## config.mk

```make
export PLATFORM = sky130hd
export DESIGN_NAME = lsef_top
export DESIGN_NICKNAME = d
export VERILOG_FILES = /design/src/lsef_pkg.sv /design/src/lsef_sync.sv /design/src/lsef_top.sv
export VERILOG_INCLUDE_DIRS = /design/src
export SDC_FILE = /design/constraint.sdc
export NUM_CORES = 1
export LEC_CHECK = 0
export BUFFER_PORTS_ARGS = -buffer_cell sky130_fd_sc_hd__buf_4
export CORE_MARGIN = 1
export CORE_UTILIZATION = 30
export CTS_CLUSTER_DIAMETER = 100
export DETAILED_ROUTE_END_ITERATION = 6
export GPL_ROUTABILITY_DRIVEN = 0
export PLACE_DENSITY = 0.66
export SYNTH_ARGS = -nofsm -noshare
export SYNTH_HDL_FRONTEND = slang
export SYNTH_SLANG_ARGS = --single-unit
```

## constraint.sdc

```tcl
create_clock -name i_clk -period 2.7 [get_ports i_clk]
set_clock_uncertainty 0.15 [all_clocks]
set_input_delay 0.54 -clock i_clk [delete_from_list [all_inputs] [get_ports i_clk]]
set_output_delay 0.54 -clock i_clk [all_outputs]
set_load 0.05 [all_outputs]
```

## src/lsef_params.svh

```systemverilog
// offsets, field positions and reset values of the lin status and error flag block
`ifndef LSEF_PARAMS_SVH
`define LSEF_PARAMS_SVH

// ----------------------------------------------------------------
// register offsets
// ----------------------------------------------------------------
`define LSEF_ADDR_W 8
`define LSEF_DATA_W 8
`define LSEF_OFS_CTRL 8'h08
`define LSEF_OFS_STAT 8'h09
`define LSEF_OFS_ERR 8'h0a
`define LSEF_OFS_IRQ_ST 8'h10
`define LSEF_OFS_IRQ_MASK 8'h11

// ----------------------------------------------------------------
// controller_control_reg bits
// ----------------------------------------------------------------
`define LSEF_CTRL_STOP 7
`define LSEF_CTRL_DATA_ACKNOWLEDGE_CTL 4
`define LSEF_CTRL_CLRINT 3
`define LSEF_CTRL_CLRERR 2

// ----------------------------------------------------------------
// controller_status_reg bits
// ----------------------------------------------------------------
`define LSEF_ST_DATA_REQUEST_FLAG 4
`define LSEF_ST_INT 3
`define LSEF_ST_ERROR 2
`define LSEF_ST_WAKE 1
`define LSEF_ST_DONE 0

// ----------------------------------------------------------------
// controller_error_reg bits and width
// ----------------------------------------------------------------
`define LSEF_ERR_W 5
`define LSEF_ERR_SYNC 4
`define LSEF_ERR_PAR 3
`define LSEF_ERR_TIMEOUT_ERROR 2
`define LSEF_ERR_CHK 1
`define LSEF_ERR_BIT 0

// ----------------------------------------------------------------
// interrupt status and mask bits
// ----------------------------------------------------------------
`define LSEF_IRQ_W 4
`define LSEF_IRQ_DONE 0
`define LSEF_IRQ_IDRX 1
`define LSEF_IRQ_ERR 2
`define LSEF_IRQ_WAKE 3

// ----------------------------------------------------------------
// reset values
// ----------------------------------------------------------------
`define LSEF_RST_STAT 8'h00
`define LSEF_RST_ERR 8'h00
`define LSEF_RST_IRQ 4'h0
`define LSEF_RST_RDATA 8'h00

`endif

```

## src/lsef_pkg.sv

```systemverilog
// types shared by the lin status and error flag block
`include "lsef_params.svh"

package lsef_pkg;

  // ----------------------------------------------------------------
  // register bus request
  // ----------------------------------------------------------------
  typedef struct packed {
    logic [`LSEF_ADDR_W-1:0] addr;
    logic [`LSEF_DATA_W-1:0] wdata;
    logic wr;
    logic rd;
  } lsef_bus_type;

  // ----------------------------------------------------------------
  // frame engine progress events, same clock
  // ----------------------------------------------------------------
  typedef struct packed {
    logic slave_mode;
    logic id_received;
    logic int_event;
    logic tx_start;
    logic tx_done;
    logic wakeup_tx;
    logic wakeup_rx;
    logic break_det;
  } lsef_frame_type;

  // ----------------------------------------------------------------
  // frame engine error detectors, same clock
  // ----------------------------------------------------------------
  typedef struct packed {
    logic sync_tol_fail;
    logic parity_fail;
    logic master_no_resp;
    logic slave_no_data;
    logic frame_too_long;
    logic first_byte_done;
    logic checksum_fail;
    logic tx_active;
    logic bit_sample;
    logic tx_bit;
  } lsef_det_type;

  // ----------------------------------------------------------------
  // controller_error_reg layout, bit 4 down to bit 0
  // ----------------------------------------------------------------
  typedef struct packed {
    logic sync_field_error;
    logic parity_error;
    logic timeout_error;
    logic checksum_error;
    logic bit_monitor_error;
  } lsef_err_type;

endpackage : lsef_pkg

```

## src/lsef_sync.sv

```systemverilog
// three-stage synchroniser for the lin receive pin
`timescale 1ns/1ps

module lsef_sync (
  // clock and reset
  input wire logic i_clk,
  input wire logic i_arst_n,
  // pin side
  input wire logic i_pin,
  // clock domain side
  output logic o_level
);

  logic s1_r;
  logic s2_r;
  logic s3_r;
  logic lvl_r;
  logic lvl_nxt;

  // a change counts once stages two and three agree
  always_comb begin
    lvl_nxt = (s2_r == s3_r) ? s3_r : lvl_r;
  end

  // idle bus is recessive, so reset to one
  always_ff @(posedge i_clk or negedge i_arst_n) begin
    if (!i_arst_n) begin
      s1_r <= 1'b1;
      s2_r <= 1'b1;
      s3_r <= 1'b1;
      lvl_r <= 1'b1;
    end else begin
      s1_r <= i_pin;
      s2_r <= s1_r;
      s3_r <= s2_r;
      lvl_r <= lvl_nxt;
    end
  end

  assign o_level = lvl_r;

endmodule : lsef_sync

```

## src/lsef_top.sv

```systemverilog
// lin controller status flags, error causes, control strobes and interrupt
//
// The address-and-strobe port was left to the implementer.
`timescale 1ns/1ps
`include "lsef_params.svh"

module lsef_top (
  // clock and reset
  input wire logic i_clk,
  input wire logic i_arst_n,
  // register port
  input wire lsef_pkg::lsef_bus_type i_bus,
  output logic [`LSEF_DATA_W-1:0] o_rdata,
  // frame engine
  input wire lsef_pkg::lsef_frame_type i_frame,
  input wire lsef_pkg::lsef_det_type i_det,
  // lin receive pin
  input wire logic i_lin_rx,
  // controls to frame engine
  output logic o_data_acknowledge_ctl,
  output logic o_stop_req,
  // flags
  output logic [`LSEF_DATA_W-1:0] o_status,
  output lsef_pkg::lsef_err_type o_err,
  // interrupt
  output logic o_irq
);

  // ----------------------------------------------------------------
  // receive pin synchroniser
  // ----------------------------------------------------------------
  logic rx_lvl;

  lsef_sync lsef_sync_inst (
    .i_clk(i_clk),
    .i_arst_n(i_arst_n),
    .i_pin(i_lin_rx),
    .o_level(rx_lvl)
  );

  // ----------------------------------------------------------------
  // control writes
  // ----------------------------------------------------------------
  logic wr_ctrl;
  logic clr_err;
  logic clr_int;
  logic data_acknowledge_ctl_wr;
  logic stop_wr;
  logic ack_wr;

  always_comb begin
    wr_ctrl = i_bus.wr && (i_bus.addr == `LSEF_OFS_CTRL);
    clr_err = wr_ctrl && i_bus.wdata[`LSEF_CTRL_CLRERR];
    clr_int = wr_ctrl && i_bus.wdata[`LSEF_CTRL_CLRINT];
    data_acknowledge_ctl_wr = wr_ctrl && i_bus.wdata[`LSEF_CTRL_DATA_ACKNOWLEDGE_CTL];
    stop_wr = wr_ctrl && i_bus.wdata[`LSEF_CTRL_STOP];
    ack_wr = data_acknowledge_ctl_wr || stop_wr;
  end

  // ----------------------------------------------------------------
  // error detection
  // ----------------------------------------------------------------
  logic [`LSEF_ERR_W-1:0] err_r;
  logic [`LSEF_ERR_W-1:0] err_nxt;
  logic [`LSEF_ERR_W-1:0] err_set;
  logic awaiting_r;
  logic awaiting_nxt;
  logic ack_miss;
  logic bit_mismatch;
  logic slave;

  always_comb begin
    slave = i_frame.slave_mode;
    // first byte ended with no acknowledge or stop
    ack_miss = slave && i_det.first_byte_done && awaiting_r;
    // compare sampled bus bit with driven bit
    bit_mismatch = i_det.tx_active && i_det.bit_sample && (rx_lvl != i_det.tx_bit);
    err_set = '0;
    err_set[`LSEF_ERR_SYNC] = slave && i_det.sync_tol_fail;
    err_set[`LSEF_ERR_PAR] = slave && i_det.parity_fail;
    err_set[`LSEF_ERR_TIMEOUT_ERROR] = (!slave && i_det.master_no_resp)
                            || (slave && i_det.slave_no_data)
                            || i_det.frame_too_long
                            || ack_miss;
    err_set[`LSEF_ERR_CHK] = i_det.checksum_fail;
    err_set[`LSEF_ERR_BIT] = bit_mismatch;
    // an acknowledge in the same cycle as the byte end is too late
    awaiting_nxt = (slave && i_frame.id_received)
                 || (awaiting_r && !ack_wr && !i_det.first_byte_done);
  end

  // sticky per bit, set wins over clear
  genvar gi;
  generate
    for (gi = 0; gi < `LSEF_ERR_W; gi = gi + 1) begin : g_err
      assign err_nxt[gi] = err_set[gi] || (err_r[gi] && !clr_err);
    end
  endgenerate

  always_ff @(posedge i_clk or negedge i_arst_n) begin
    if (!i_arst_n) begin
      err_r <= `LSEF_ERR_W'(`LSEF_RST_ERR);
      awaiting_r <= 1'b0;
    end else begin
      err_r <= err_nxt;
      awaiting_r <= awaiting_nxt;
    end
  end

  // ----------------------------------------------------------------
  // status flags and control bits
  // ----------------------------------------------------------------
  logic data_request_flag_r;
  logic data_request_flag_nxt;
  logic int_r;
  logic int_nxt;
  logic int_set;
  logic wake_rx_r;
  logic wake_rx_nxt;
  logic done_r;
  logic done_nxt;
  logic data_acknowledge_ctl_r;
  logic data_acknowledge_ctl_nxt;
  logic stop_r;
  logic stop_nxt;

  always_comb begin
    // data request set on identifier, cleared by acknowledge or stop
    data_request_flag_nxt = (slave && i_frame.id_received) || (data_request_flag_r && !ack_wr);
    // pending until cleared, new event wins over clear
    int_set = i_frame.int_event || (slave && i_frame.id_received)
            || i_frame.tx_done || i_frame.wakeup_rx || (|err_set);
    int_nxt = int_set || (int_r && !clr_int);
    // received wakeup held until the next break
    wake_rx_nxt = i_frame.wakeup_rx || (wake_rx_r && !i_frame.break_det);
    // cleared at start, set at finish
    done_nxt = i_frame.tx_done || (done_r && !i_frame.tx_start);
    // self-clears once the frame engine has consumed it
    data_acknowledge_ctl_nxt = data_acknowledge_ctl_wr || (data_acknowledge_ctl_r && !i_det.first_byte_done && !i_frame.tx_done);
    stop_nxt = stop_wr;
  end

  always_ff @(posedge i_clk or negedge i_arst_n) begin
    if (!i_arst_n) begin
      data_request_flag_r <= 1'b0;
      int_r <= 1'b0;
      wake_rx_r <= 1'b0;
      done_r <= 1'b0;
      data_acknowledge_ctl_r <= 1'b0;
      stop_r <= 1'b0;
    end else begin
      data_request_flag_r <= data_request_flag_nxt;
      int_r <= int_nxt;
      wake_rx_r <= wake_rx_nxt;
      done_r <= done_nxt;
      data_acknowledge_ctl_r <= data_acknowledge_ctl_nxt;
      stop_r <= stop_nxt;
    end
  end

  // ----------------------------------------------------------------
  // status word
  // ----------------------------------------------------------------
  logic [`LSEF_DATA_W-1:0] status;

  always_comb begin
    status = `LSEF_RST_STAT;
    status[`LSEF_ST_DATA_REQUEST_FLAG] = data_request_flag_r;
    status[`LSEF_ST_INT] = int_r;
    status[`LSEF_ST_ERROR] = |err_r;
    // wakeup while sending or after receipt
    status[`LSEF_ST_WAKE] = i_frame.wakeup_tx || wake_rx_r;
    status[`LSEF_ST_DONE] = done_r;
  end

  // ----------------------------------------------------------------
  // interrupt status and mask
  // ----------------------------------------------------------------
  logic [`LSEF_IRQ_W-1:0] irq_st_r;
  logic [`LSEF_IRQ_W-1:0] irq_st_nxt;
  logic [`LSEF_IRQ_W-1:0] irq_mask_r;
  logic [`LSEF_IRQ_W-1:0] irq_mask_nxt;
  logic [`LSEF_IRQ_W-1:0] irq_evt;
  logic [`LSEF_IRQ_W-1:0] irq_w1c;

  always_comb begin
    irq_evt = '0;
    irq_evt[`LSEF_IRQ_DONE] = i_frame.tx_done;
    irq_evt[`LSEF_IRQ_IDRX] = slave && i_frame.id_received;
    irq_evt[`LSEF_IRQ_ERR] = |err_set;
    irq_evt[`LSEF_IRQ_WAKE] = i_frame.wakeup_rx;
    irq_w1c = (i_bus.wr && (i_bus.addr == `LSEF_OFS_IRQ_ST))
            ? i_bus.wdata[`LSEF_IRQ_W-1:0] : '0;
    irq_mask_nxt = (i_bus.wr && (i_bus.addr == `LSEF_OFS_IRQ_MASK))
                 ? i_bus.wdata[`LSEF_IRQ_W-1:0] : irq_mask_r;
  end

  // events win over a write-one-to-clear in the same cycle
  generate
    for (gi = 0; gi < `LSEF_IRQ_W; gi = gi + 1) begin : g_irq
      assign irq_st_nxt[gi] = irq_evt[gi] || (irq_st_r[gi] && !irq_w1c[gi]);
    end
  endgenerate

  always_ff @(posedge i_clk or negedge i_arst_n) begin
    if (!i_arst_n) begin
      irq_st_r <= `LSEF_RST_IRQ;
      irq_mask_r <= `LSEF_RST_IRQ;
    end else begin
      irq_st_r <= irq_st_nxt;
      irq_mask_r <= irq_mask_nxt;
    end
  end

  // ----------------------------------------------------------------
  // read port, data one cycle after the strobe
  // ----------------------------------------------------------------
  logic [`LSEF_DATA_W-1:0] rdata_r;
  logic [`LSEF_DATA_W-1:0] rdata_nxt;

  always_comb begin
    rdata_nxt = `LSEF_RST_RDATA;
    if (i_bus.rd) begin
      case (i_bus.addr)
        // clear strobes read back as zero
        `LSEF_OFS_CTRL: rdata_nxt[`LSEF_CTRL_DATA_ACKNOWLEDGE_CTL] = data_acknowledge_ctl_r;
        `LSEF_OFS_STAT: rdata_nxt = status;
        `LSEF_OFS_ERR: rdata_nxt[`LSEF_ERR_W-1:0] = err_r;
        `LSEF_OFS_IRQ_ST: rdata_nxt[`LSEF_IRQ_W-1:0] = irq_st_r;
        `LSEF_OFS_IRQ_MASK: rdata_nxt[`LSEF_IRQ_W-1:0] = irq_mask_r;
        default: rdata_nxt = `LSEF_RST_RDATA;
      endcase
    end
  end

  always_ff @(posedge i_clk or negedge i_arst_n) begin
    if (!i_arst_n) begin
      rdata_r <= `LSEF_RST_RDATA;
    end else begin
      rdata_r <= rdata_nxt;
    end
  end

  // ----------------------------------------------------------------
  // outputs
  // ----------------------------------------------------------------
  assign o_rdata = rdata_r;
  assign o_data_acknowledge_ctl = data_acknowledge_ctl_r;
  assign o_stop_req = stop_r;
  assign o_status = status;
  assign o_err = lsef_pkg::lsef_err_type'(err_r);
  assign o_irq = |(irq_st_r & irq_mask_r);
endmodule : lsef_top

```

==> results.md <==
* Die H at 71.89 um
* Final Max Tran Viols at 0
* Synth Flop Type: dfrtp_1
* Commonest non-fill, non-tap cells in the layout: 55 x buf_4, 25 x dfrtp_1, 10 x nand2_1, 7 x inv_1, 7 x a21o_1
* Vias per Instance at about 4.8
* Sequential cell area fraction in the yosys report at 49.87%
* Post-DP HPWL at 2737 um
* Critical setup path kind: reg2out
* CP max stage cell: dfrtp_1
* Drt first-iter violations at 87
* Fill cell count at 470
* Worst EP arrival at between 1 and 1.5 ns
* Antenna violation net count after detailed routing at 0
* Gr usage total at 15.26%
* DR WL/cell at 14.24 um
* Ant. Diodes at 0
* Clk slew on worst S/H paths at 0.06 ns
* Final period util at between 70% and 80%
* Critical Path Start: o_err[4]
* Total wire length at approximately 3600 um
* H-Tree Depth at 2
* Clock latency at the later pin of the worst-skew pair at around 0.28 ns
* CP endpoint kind: output port
* Final hold vios at 0
* Leakage power total at around 0.9 nW
* Post_cts resized at 0
* Run status: finished, final reports clean
* RSZ-0062 raised after global routing: false
* Hold Buf Count CTS at 0
* Worst vdd ir at just over 0.2 mV
* Final min period at 2.029 ns
* Worst endpoint required time at around 2 ns
* Synth Instances at between 100 and 150
* Hold Crit Class: in2async
* Post-synthesis average cell area at ~11 um2
* Cell taking the most area after synthesis: dfrtp_1
* Crit path max fanout at 4
* CTS tree: built
* Setup TNS at 0 ns
* Pwr Total at between 1 and 1.5 mW
* FP Rows at 25
* Via count at roughly 1200
* Sequence of cells on the critical path: nor4_1 -> nand2_1 -> buf_4
* Number of flops mapped to enable cells by yosys at 0
* Total grt overflow at 0
* Vias in the first global route at about 1200
* Share of layout cells above drive strength 1 at a little over two fifths
* Ys async rst share at 100.0%
* Post-route DRC violation count at 0
* CTS buffer count at 5
* Ports at 63
* Fmax at slightly below 500 MHz
* Top cell type's share of synthesized area at a little over two fifths
* Cell Area, Synth at between 0.001 and 0.0015 mm2
* Core Box Area at between 0.004 and 0.005 mm2
* Die Width at 71.89 um
* Setup WS pre-CTS at 0.6830 ns
* Clock Root Buffer: clkbuf_8
* Max-Cap Viols at 0
* Largest net degree at the start of global routing at 30
* First-pass GRT wire length at slightly below 6000 um
* Largest stage delay, worst path at approximately 0.4 ns
* Final setup margin at 0.6712 ns
* Starting Density at 31.02%
* Yosys warning total at 0
* Commonest non-fill, non-tap cell in the layout: buf_4
* Drt first pass iters at 5
* Initial antenna violation count at 0
* Synth-to-layout area growth at 37.23%
* Pwr/cell area at roughly 530 mW/mm2
* CP startpoint kind: flop
* Top cells by area, synth: dfrtp_1 43%, dfstp_2 7.2%, buf_4 4.6%
* Final net count at about 230
* Clk buf depth at 2
* DP Area at between 0.0015 and 0.002 mm2
* Yosys cell types at 47
* Setup Buffers After CTS at 0
* # port buffers at 54
* Seq cells post-synth at 29
* Die ar. at around 0.0052 mm2
* Design area at 0.002011 mm2
* Clock sinks at 29
* Final Setup Violations at 0
* R2r startpoint: awaiting_r
cell usage after synthesis, types with 2 or more instances:
cell	n
a22oi_1	3
a21bo_2	2
nand2b_1	4
mux2_2	4
buf_4	9
o32ai_1	2
nor3b_2	2
nor3_1	2
inv_1	7
nor2_1	3
nand3_1	2
and4b_1	2
o21ai_1	3
dfstp_2	4
dfrtp_1	25
and3_1	2
a22o_1	5
nor4b_2	2
a21o_1	7
a222oi_1	2
buf_2	3
nor3b_1	2
nand2_1	10
a21oi_1	2
routing by layer:
metal	wire length [um]	GRT usage, %	vias to the layer above
met4	67	7.190	0
met2	1646	24.11	49
met1	1682	19.45	576
li1	-	-	582
met3	221	4.079	8
met5	0	0	-
state kept, by name (all words and copies together), names as in the netlist:
name                    cells
lsef_sync_inst.s3_r         1
lsef_sync_inst.s2_r         1
wake_rx_r                   1
lsef_sync_inst.o_level      1
data_request_flag_r         1
o_err                       5
o_rdata                     5
int_r                       1
awaiting_r                  1
irq_st_r                    4
irq_mask_r                  4
o_stop_req                  1
lsef_sync_inst.s1_r         1
o_data_acknowledge_ctl      1
done_r                      1
kinds of logic (layout without fill, tap and decap cells):
group | count (synthesis) | in the layout | share of synthesized area (%)
AOI/OAI and AO/OA | 35 | 35 | 18.79
xor gates and xnor gates | 1 | 1 | 0.5979
adders and majority gates | 1 | 1 | 0.6832
buffers and inverters | 20 | 70 | 7.685
DFF | 29 | 29 | 49.87
muxes | 5 | 5 | 3.757
other | 1 | 6 | 0.2559
and+or+nand+nor | 40 | 40 | 18.36
power by group:
| part | switching, mW | internal [mW] | leakage, nW | total (mW) |
|---|---|---|---|---|
| combinational | 0.0841 | 0.0611 | 0.536 | 0.145 |
| clock | 0.168 | 0.300 | 0.0585 | 0.468 |
| sequential | 0.00682 | 0.448 | 0.325 | 0.455 |
| total | 0.259 | 0.810 | 0.920 | 1.07 |
per-stage QoR:
| step | cells | utilization [%] | hold WS [ns] |
|---|---|---|---|
| after global routing | 254 | 42.57 | 0.04495 |
| final | 254 | 42.57 | 0.01858 |
| after floorplan | 137 | - | 0.09441 |
| after detailed placement | 246 | 40.11 | 0.1969 |
| after CTS | 254 | 42.57 | 0.02950 |
| after global placement | 246 | 40.11 | 0.1957 |
worst paths after layout:
| check | end | slack, ns | cells after the start |
|---|---|---|---|
| max | o_status[2] | 0.67 | 3 |
| min | o_rdata[3] | 0.02 | 1 |
| max reg2reg | int_r | 1.07 | 4 |
| min reg2reg | lsef_sync_inst.s2_r | 0.20 | 0 |
| max in group asynchronous | lsef_sync_inst.s1_r | 2.07 | 1 |
| min in group i_clk | lsef_sync_inst.s2_r | 0.20 | 0 |
worst max-delay path, delay by kind of cell (launching register included):
family	cells	cell delay, ns
buffers and inverters	1	0.21
flip-flops	1	0.41
AND/OR/NAND/NOR	2	0.43
layout make-up:
class / instances / area [um2] / area share (%)
Clock inverter: 1 / 30.03 / 1.493
Tap cell: 67 / 83.83 / 4.169
Timing Repair Buffer: 55 / 412.9 / 20.54
Inverter: 7 / 26.28 / 1.307
Clock buffer: 7 / 86.33 / 4.294
Multi-Input combinational cell: 88 / 640.6 / 31.86
Sequential cell: 29 / 730.7 / 36.34
Note: power is estimated with default switching activity, not from simulation.
